`src/core/hf_osc_defines.vh`:
```
// Purpose: constants for the internal high-frequency oscillator control block
// Assumes: special-function register port with 8-bit addresses and data
// Notes:   offsets, field positions, reset values and timing counts
`ifndef HF_OSC_DEFINES_VH
`define HF_OSC_DEFINES_VH

`define HF_OSC_CONTROL_ADDR      8'hb2
`define HF_OSC_CALIBRATION_ADDR  8'hb3

`define CTRL_ENABLE_BIT          7
`define CTRL_READY_BIT           6
`define CTRL_SUSPEND_BIT         5
`define CTRL_DIV_HI              1
`define CTRL_DIV_LO              0
`define CAL_HI                   6

`define CTRL_RESET               8'hc0
`define CAL_RESET_DEFAULT        7'h40
`define DIV_RESET                2'h0

`define DIV_SEL_8                2'h0
`define DIV_SEL_4                2'h1
`define DIV_SEL_2                2'h2
`define DIV_SEL_1                2'h3

`define PRE_DIV_LOG2             2
`define SETTLE_TIME_NS           1000
`define CLK_PERIOD_NS            40
`define SETTLE_CYCLES            ((`SETTLE_TIME_NS + `CLK_PERIOD_NS - 1) / `CLK_PERIOD_NS)

`endif

```
`src/core/clock_divider.v`:
```
// Purpose: fixed divide-by-4 prescaler followed by a 1/2/4/8 post-divider
// Assumes: runs on the oscillator clock, produces a clock-enable style tick
// Notes:   counter is frozen while the oscillator is stopped
`timescale 1ns/1ps
`include "hf_osc_defines.vh"

module clock_divider #(
    parameter CNT_W = 5
) (
    input  wire       ref_clk,   // oscillator clock
    input  wire       rst_n,     // synchronous reset, active low
    input  wire       run,       // oscillator running
    input  wire [1:0] div_sel,   // divider select field
    output reg        tick_q     // one-cycle system clock tick
);

    reg  [CNT_W-1:0] cnt_q;
    reg  [CNT_W-1:0] limit;

    // total division is 4 times the post-divider
    always @*
    begin
        case (div_sel)
            `DIV_SEL_8: limit = 5'h1f;
            `DIV_SEL_4: limit = 5'h0f;
            `DIV_SEL_2: limit = 5'h07;
            default:    limit = 5'h03;
        endcase
    end

    always @(posedge ref_clk)
    begin
        if (!rst_n)
        begin
            cnt_q  <= {CNT_W{1'b0}};
            tick_q <= 1'b0;
        end
        else if (!run)
        begin
            tick_q <= 1'b0;
        end
        else if (cnt_q >= limit)
        begin
            cnt_q  <= {CNT_W{1'b0}};
            tick_q <= 1'b1;
        end
        else
        begin
            cnt_q  <= cnt_q + 1'b1;
            tick_q <= 1'b0;
        end
    end

endmodule // clock_divider

```
`src/core/hf_osc_control.v`:
```
// Purpose: control and status registers of the internal high-frequency oscillator
// Assumes: special-function register port, single clock, synchronous reset
// Notes:   system clock is delivered as a one-cycle tick plus a gated-run level
//
// Contract
// - after any reset the internal oscillator is the system clock source.
// - the 7-bit calibration field sets the period, zero fastest, all ones slowest.
// - the system clock passes a fixed divide by 4 then a 1/2/4/8 divider.
// - after reset the post-divider is 8, giving 1.5 MHz.
// - select 00 divides by 8, 01 by 4 and 10 by 2.
// - writing 1 to control bit 5 suspends the oscillator.
// - while suspended the clock stays stopped until an edge on the wake pin.
// - a wake edge resumes oscillator, cpu and peripherals where they left off.
// - control bit 7 enables the oscillator and resets to 1.
// - read-only bit 6 shows that the oscillator runs at its programmed frequency.
// - at reset the calibration loads the factory trim for 48 MHz.
// - control bits 4 to 2 and calibration bit 7 read zero and ignore writes.
`timescale 1ns/1ps
`include "hf_osc_defines.vh"

module hf_osc_control #(
    parameter [6:0] CAL_TRIM      = `CAL_RESET_DEFAULT, // factory trim, arbitrary default
    parameter       SETTLE_CYCLES = `SETTLE_CYCLES
) (
    input  wire       ref_clk,          // block clock
    input  wire       rst_n,            // synchronous reset, active low
    input  wire [7:0] sfr_addr,         // register address
    input  wire [7:0] sfr_wdata,        // write data
    input  wire       sfr_wr,           // write strobe
    input  wire       sfr_rd,           // read strobe
    output reg  [7:0] sfr_rdata_q,      // read data
    input  wire       wake_pin,         // external wake pin
    output wire       clk_sel_internal, // system clock source is the internal oscillator
    output wire       osc_run,          // oscillator running
    output wire [6:0] osc_trim,         // calibration to the analog core
    output wire       system_clock_tick // one-cycle system clock tick
);

    localparam ST_RUN     = 3'b001;
    localparam ST_SUSPEND = 3'b010;
    localparam ST_SETTLE  = 3'b100;

    reg  [2:0]  state_q;
    reg         osc_enable_bit_q;
    reg  [1:0]  clock_divider_select_q;
    reg  [6:0]  cal_q;
    reg         osc_freq_ready_flag_q;
    reg  [15:0] settle_cnt_q;
    reg         wake_s1_q;
    reg         wake_s2_q;
    reg         wake_s3_q;

    wire wr_ctrl = sfr_wr && (sfr_addr == `HF_OSC_CONTROL_ADDR);
    wire wr_cal  = sfr_wr && (sfr_addr == `HF_OSC_CALIBRATION_ADDR);
    wire wake_edge = wake_s2_q ^ wake_s3_q;
    // enable as it stands after this edge, so ready never lags a disable write
    wire en_next   = wr_ctrl ? sfr_wdata[`CTRL_ENABLE_BIT] : osc_enable_bit_q;

    assign clk_sel_internal = 1'b1;
    assign osc_trim = cal_q;
    assign osc_run  = osc_enable_bit_q && (state_q != ST_SUSPEND);

    // wake pin is asynchronous; first stage is read only by the second
    always @(posedge ref_clk)
    begin
        if (!rst_n)
        begin
            wake_s1_q <= 1'b0;
            wake_s2_q <= 1'b0;
            wake_s3_q <= 1'b0;
        end
        else
        begin
            wake_s1_q <= wake_pin;
            wake_s2_q <= wake_s1_q;
            wake_s3_q <= wake_s2_q;
        end
    end

    always @(posedge ref_clk)
    begin
        if (!rst_n)
        begin
            osc_enable_bit_q       <= 1'b1;
            clock_divider_select_q <= `DIV_RESET;
            cal_q                  <= CAL_TRIM;
        end
        else
        begin
            if (wr_ctrl)
            begin
                osc_enable_bit_q       <= sfr_wdata[`CTRL_ENABLE_BIT];
                clock_divider_select_q <= sfr_wdata[`CTRL_DIV_HI:`CTRL_DIV_LO];
            end
            // change is accepted at any time; settling restarts below
            if (wr_cal)
                cal_q <= sfr_wdata[`CAL_HI:0];
        end
    end

    // suspend and settle sequencing; ready drops while frequency is unsettled
    always @(posedge ref_clk)
    begin
        if (!rst_n)
        begin
            state_q               <= ST_RUN;
            osc_freq_ready_flag_q <= 1'b1;
            settle_cnt_q          <= 16'h0000;
        end
        else
        begin
            case (state_q)
                ST_RUN:
                begin
                    if (wr_ctrl && sfr_wdata[`CTRL_SUSPEND_BIT])
                    begin
                        state_q               <= ST_SUSPEND;
                        osc_freq_ready_flag_q <= 1'b0;
                    end
                    else if (wr_cal || (wr_ctrl && sfr_wdata[`CTRL_ENABLE_BIT]
                             && !osc_enable_bit_q))
                    begin
                        state_q               <= ST_SETTLE;
                        osc_freq_ready_flag_q <= 1'b0;
                        settle_cnt_q          <= 16'h0000;
                    end
                    else
                        osc_freq_ready_flag_q <= en_next;
                end
                ST_SUSPEND:
                begin
                    if (wake_edge)
                    begin
                        state_q      <= ST_SETTLE;
                        settle_cnt_q <= 16'h0000;
                    end
                end
                ST_SETTLE:
                begin
                    // a suspend request must not be lost while the frequency settles
                    if (wr_ctrl && sfr_wdata[`CTRL_SUSPEND_BIT])
                    begin
                        state_q               <= ST_SUSPEND;
                        osc_freq_ready_flag_q <= 1'b0;
                    end
                    else if (wr_cal || (wr_ctrl && sfr_wdata[`CTRL_ENABLE_BIT]
                             && !osc_enable_bit_q))
                        settle_cnt_q <= 16'h0000;
                    else if (settle_cnt_q >= SETTLE_CYCLES - 1)
                    begin
                        state_q               <= ST_RUN;
                        osc_freq_ready_flag_q <= en_next;
                    end
                    else
                        settle_cnt_q <= settle_cnt_q + 16'h0001;
                end
                default:
                    state_q <= ST_RUN;
            endcase
        end
    end

    always @(posedge ref_clk)
    begin
        if (!rst_n)
            sfr_rdata_q <= 8'h00;
        else if (sfr_rd)
        begin
            if (sfr_addr == `HF_OSC_CONTROL_ADDR)
                sfr_rdata_q <= {osc_enable_bit_q, osc_freq_ready_flag_q,
                                (state_q == ST_SUSPEND), 3'b000,
                                clock_divider_select_q};
            else if (sfr_addr == `HF_OSC_CALIBRATION_ADDR)
                sfr_rdata_q <= {1'b0, cal_q};
            else
                sfr_rdata_q <= 8'h00;
        end
    end

    // cpu stalls because ticks stop while suspended
    clock_divider #(
        .CNT_W(5)
    ) u_div (
        .ref_clk (ref_clk),
        .rst_n   (rst_n),
        .run     (osc_run),
        .div_sel (clock_divider_select_q),
        .tick_q  (system_clock_tick)
    );

endmodule // hf_osc_control

```
`config.mk`:
```
export PLATFORM = sky130hd
export DESIGN_NAME = hf_osc_control
export DESIGN_NICKNAME = d
export VERILOG_FILES = /design/src/core/clock_divider.v /design/src/core/hf_osc_control.v
export VERILOG_INCLUDE_DIRS = /design/src /design/src/core
export SDC_FILE = /design/constraint.sdc
export NUM_CORES = 1
export LEC_CHECK = 0
export ABC_CLOCK_PERIOD_IN_PS = 4930
export BUFFER_PORTS_ARGS = -buffer_cell sky130_fd_sc_hd__buf_2
export CORE_ASPECT_RATIO = 1.4
export CORE_MARGIN = 3
export CORE_UTILIZATION = 35
export DETAILED_ROUTE_END_ITERATION = 8
export PLACE_DENSITY = 0.6
export SLEW_MARGIN = 20
export SYNTH_ARGS = -nofsm -noshare
export SYNTH_HDL_FRONTEND = slang
export SYNTH_SLANG_ARGS = --single-unit
export TNS_END_PERCENT = 1
```
`constraint.sdc`:
```
create_clock -name ref_clk -period 4.93 [get_ports ref_clk]
set_clock_uncertainty 0.2 [all_clocks]
set_input_delay 0.493 -clock ref_clk [delete_from_list [all_inputs] [get_ports ref_clk]]
set_output_delay 0.493 -clock ref_clk [all_outputs]
set_load 0.02 [all_outputs]
```
# Word-level counts from Yosys, hierarchy flattened
# Index checks and enable logic that the tools add are counted.
[op_classes] n_shift=0 bitwise_logic=1 magnitude_cmp=2 n_reduce_logical=15 n_eq_ne=16 addsub=2 mux=26 n_mul=0 div_mod_pow=0
[ops] operator="16-bit two-way mux" count=6
[ops] operator="16-bit one-hot mux with 3 select lines" count=1
[ops] operator="3-bit two-way mux" count=6
[ops] operator="16-bit by 1-bit adder with 16-bit output, second input constant" count=1
[ops] operator="8-bit equality test, second input constant" count=2
[ops] operator="16-bit by 5-bit greater-or-equal comparator with 1-bit output, second input constant" count=1
[ops] operator="5-bit one-hot mux with 3 select lines" count=1
[ops] operator="3-bit != test, second input constant" count=4
[ops] operator="3-bit one-hot mux with 3 select lines" count=1
[ops] operator="8-bit two-way mux" count=1
[ops] operator="2-bit != test, second input constant" count=4
[ops] operator="1-bit two-way mux" count=7
[ops] operator="7-bit two-way mux" count=1
[ops] operator="1-bit logical AND" count=6
[ops] operator="6-bit AND reduction" count=1
[ops] operator="5-bit by 1-bit adder with 5-bit output, second input constant" count=1
[ops] operator="5-bit greater-or-equal comparator" count=1
[ops] operator="5-bit two-way mux" count=1
[ops] operator="4-bit AND reduction" count=1
[ops] operator="3-bit by 1-bit equality test with 1-bit output, second input constant" count=1
[ops] operator="3-bit by 2-bit equality test with 1-bit output, second input constant" count=1
[ops] operator="3-bit equality test, second input constant" count=1
[ops] operator="3-bit by 2-bit != test with 1-bit output, second input constant" count=1
[ops] operator="3-bit AND reduction" count=1
[ops] operator="10 further kinds" count=10
[totals] rom_bits=0 latchBits=0 memories=0 mem_bits_rw=0 elab_cells=74 regBits=47 input_bits=21 output_inout_bits=18

# Logic depth before layout (Yosys ltp)
[logic_depth] word_depth=8 mapped_depth=7 depth_no_buf=6

# Hierarchy
# Synthesis repeated with hierarchy kept, for this count alone.
[hier_totals] cells_unflattened=238 hier_area_um2=2175.8
[modules_own_cells] mod="hf_osc_control" area_each_um2=1831.8 instances=1 cells_per_inst=203 seq_area_each_um2=820.8
[modules_own_cells] mod="clock_divider" area_each_um2=344.1 instances=1 cells_per_inst=35 seq_area_each_um2=120.1

# Least setup slack after synthesis
# Ideal clock, no wire load.
[synth_path] path_type="input-to-reg" from="input port sfr_addr[3]" to="register osc_freq_ready_flag_q" t_required_ps=4671 n_path_buf=1 stages=6 slack_ps=2904 arrival_time_ps=1767 setup_ps=59 path_cell_list="nor4bb_1 -> buf_2 -> a31oi_1 -> or4b_2 -> nand3_1 -> o31a_1"
[synth_via] elab_chain_cells=8 elab_cells_between_ends=18 classes_between="eq/ne (4); mux (7); reduce/logical (7)"
[synth_rtl] element="start: declaration" line_no="hf_osc_control.v:27" source="input wire [7:0] sfr_addr,"
[synth_rtl] element="8-bit equality test (no source line)"
[synth_rtl] element="1-bit logical AND" line_no="hf_osc_control.v:53" source="wire wr_ctrl = sfr_wr && (sfr_addr == `HF_OSC_CONTROL_ADDR);"
[synth_rtl] element="1-bit logical AND (2 in series)" line_no="hf_osc_control.v:120, hf_osc_control.v:146"
[synth_rtl] element="1-bit logical OR" line_no="hf_osc_control.v:120, hf_osc_control.v:146"
[synth_rtl] element="1-bit two-way mux" line_no="hf_osc_control.v:120" source="else if (wr_cal || (wr_ctrl && sfr_wdata[`CTRL_ENABLE_BIT]"
[synth_rtl] element="1-bit two-way mux" line_no="hf_osc_control.v:115" source="if (wr_ctrl && sfr_wdata[`CTRL_SUSPEND_BIT])"
[synth_rtl] element="1-bit one-hot mux with 2 select lines" line_no="hf_osc_control.v:112" source="case (state_q)"
[synth_rtl] element="end signal: assignment" line_no="hf_osc_control.v:128" source="osc_freq_ready_flag_q <= en_next;"
[synth_rtl] element="end signal: assignment" line_no="hf_osc_control.v:152" source="osc_freq_ready_flag_q <= en_next;"
[synth_rtl] element="end: declaration" line_no="hf_osc_control.v:47" source="reg osc_freq_ready_flag_q;"
# Several ways; a longest one is shown, not always the timed one. The select of a mux whose other input is x is not followed.
# A chain may end at the register's enable or synchronous reset.

# Final worst setup path
[layout_path] from="register state_q[1]" to="output port osc_run"
[layout_via] elab_chain_cells=2
[layout_rtl] element="start: declaration" line_no="hf_osc_control.v:43" source="reg [2:0] state_q;"
[layout_rtl] element="start signal: assignment" line_no="hf_osc_control.v:106" source="state_q <= ST_RUN;"
[layout_rtl] element="start signal: assignment" line_no="hf_osc_control.v:117" source="state_q <= ST_SUSPEND;"
[layout_rtl] element="start signal: assignment" line_no="hf_osc_control.v:123" source="state_q <= ST_SETTLE;"
[layout_rtl] element="3-bit by 2-bit != test with 1-bit output" line_no="hf_osc_control.v:61" source="assign osc_run = osc_enable_bit_q && (state_q != ST_SUSPEND);"
[layout_rtl] element="1-bit logical AND" line_no="hf_osc_control.v:61"
[layout_rtl] element="end: declaration" line_no="hf_osc_control.v:34" source="output wire osc_run,"
# No other way between the ends.

==> impl_results.md <==
* Reg clk slew, reported paths at 0.08 ns
* Fin Setup TNS at 0 ns
* GPL Wtd Cong at 0.766
* Critical path endpoint category: output pin
* Setup violators final at 0
* CTS max path bufs at 2
* Yosys warnings at 0
* Top-area cell type share of the netlist area at 0.401
* Cell Area, Synth at 2350 µm²
* DRC viols at 0
* Core Region at 6340 µm²
* Synth area leaders: dfxtp_1 (40%), mux2i_1 (5.5%), nor2b_1 (4.3%)
* CP top delay family: simple AND/OR/NAND/NOR gates
* DP HPWL at 3.55 mm
* Most frequent cell after synthesis: dfxtp_1
* Pwr Density at 286 nW/µm²
* Slowest cell on the critical path: or3b_1
* CP startpoint kind: flop
* Synth area leader: dfxtp_1
* Post-Syn Nets at 276
* Synth-to-Final Area Change at 14.3%
* Top FF cell, synth: dfxtp_1
* LEAKAGE at 1.26 nW
* Antenna violations before repair at 0
* Num CTS Buffers at 5
* CP max FO at 8
* Starting density of the core at 0.370
* Final Non-Filler Cells at 352
* DR vias/cell at 5.44
* RSZ-0062 raised after global routing: false
* Fin. max-slew vios at 0
* Vias in the first global route at 1791
* Io pins at 39
* First-pass detailed-route iteration total at 4
* Max cap viols at 0
* Max_slew headroom at 0.388
* Outcome: finished clean
* Fin. Hold Viols at 0
* Mean Syn Cell Area at 9.43 µm²
* Iteration-0 DRC Markers at 83
* Tightest Pin Transition at 0.918 ns
* Ys async rst share at 0
* Antenna-violating nets left at 0
* CTS Sinks at 47
* Largest net degree at the start of global routing at 50
* CTS root buffer: clkbuf_8
* Die Wd at 75.2 µm
* Fin nets at 306
* Layout cell share with drive strength beyond 1 at 0.196
* Tmin final at 2.41 ns
* Flops & latches, synth at 47
* Kind of critical path: reg2out
* Port-buffer cells at 37
* # hold bufs at CTS at 0
* Post-synth EDFFs at 0
* Die height at 103 µm
* Worst-skew pair later-pin latency at 0.30 ns
* Drt total wl at 4.87 mm
* Critical Path RT at 4.24 ns
* Post-CTS setup buffers at 0
* WP data arrival at 1.71 ns
* Final Core Density at 0.423
* Peak Freq at 0.416 GHz
* # rows at 34
* Final period utilization at 0.488
* WP buf/inv at 1
* DIE AREA at 7740 µm²
* Min-delay worst type: in2reg
* CTS tree: done
* Top post-synthesis cells by count: dfxtp_1 (47), nor2b_1 (16), nor2_1 (14)
* Wire per inst at 13.8 µm
* CP peak stage delay at 0.48 ns
* Syn Inst Count at 249
* Gr usage total at 0.134
* CP Cell Sequence: or3b_1 > and2_1 > buf_2
* Sequential area share after synthesis at 0.401
* Antenna diodes at 0
* Total congestion overflow at 0
* H-tree levels at 2
* Post-Place Cells at 344
* Hold WS at 0.197 ns
* Post-cts sizing count at 0
* Worst vdd ir at 0.118 mV
* Via count at 1915
* Netlist cell types at 57
* First-pass GRT wire length at 8.18 mm
## cells in the final DEF, fill, tap and decap left out, drive strengths merged, types with 7 or more instances in the layout
cell type | Yosys | layout
nand2 | 13 | 13
nor2b | 16 | 16
and2 | 10 | 10
dfxtp | 47 | 47
o2111a | 7 | 7
nor2 | 15 | 15
nand3 | 7 | 7
buf | 6 | 38
o21ai | 9 | 9
nand4 | 7 | 7
mux2i | 13 | 13
## metal layers
metal | global-route usage | wire [µm] | vias to the layer above
met5 | 0 | 0 | -
met4 | 0.0444 | 73 | 0
met3 | 0.0293 | 162 | 7
met2 | 0.227 | 2470 | 27
met1 | 0.165 | 2160 | 904
li1 | - | - | 977
## flip-flops by register name, indices dropped and copies added, names as in the netlist
signal	flops
osc_freq_ready_flag_q	1
wake_s1_q	1
osc_trim	7
osc_enable_bit_q	1
u_div.tick_q	1
wake_s2_q	1
settle_cnt_q	16
sfr_rdata_q	8
state_q	3
clock_divider_select_q	2
u_div.cnt_q	5
wake_s3_q	1
## power breakdown
group          total [W]  internal, W  switching, W
Sequential      0.000390     0.000385    0.00000563
Combinational  0.0000852    0.0000336     0.0000517
Clock           0.000291     0.000164      0.000127
## final timing paths
kind,from,end,slack (ns),cells after the start
setup / recovery,state_q[1]$_SDFFE_PN0P_,osc_run,2.52,3
hold / removal,wake_pin,wake_s1_q$_SDFF_PN0_,0.20,2
setup reg to reg,state_q[0]$_SDFFE_PN1P_,settle_cnt_q[11]$_SDFFE_PN0P_,2.71,5
hold reg to reg,wake_s1_q$_SDFF_PN0_,wake_s2_q$_SDFF_PN0_,0.24,1
## cell type report
| type | count | area [µm²] |
|---|---|---|
| fillers | 629 | 3660 |
| inverters | 5 | 18.8 |
| repair buffers | 38 | 193 |
| clock buffers | 6 | 82.6 |
| flip-flops and latches | 47 | 941 |
| multi-input cells | 182 | 1320 |
| clock inverters | 2 | 35.0 |
| well taps | 72 | 90.1 |
## worst reg2reg max path: stages (launching register included)
cell	delay, ns
dfxtp_1	0.41
xnor2_1	0.13
or2_1	0.33
o22ai_1	0.73
and3b_1	0.26
o21a_1	0.11
## logic make-up after synthesis
group,synth area share
simple gates,0.246
compound gates,0.206
flops,0.401
buf+inv,0.0357
mux,0.0554
fa+ha+maj,0.0320
xor+xnor,0.0224
other cells,0.00160
## through the flow
stage          setup slack, ns  instance area (µm²)  power (W)
3_5_place_dp              2.38                 2560   0.000484
6_report                  2.52                 2680   0.000766
4_1_cts                   2.50                 2680   0.000780
5_1_grt                   2.43                 2680   0.000803
3_3_place_gp              2.40                 2560   0.000484
2_1_floorplan             2.90                 2350   0.000465
No activity file was read; power rests on OpenSTA's default activity.
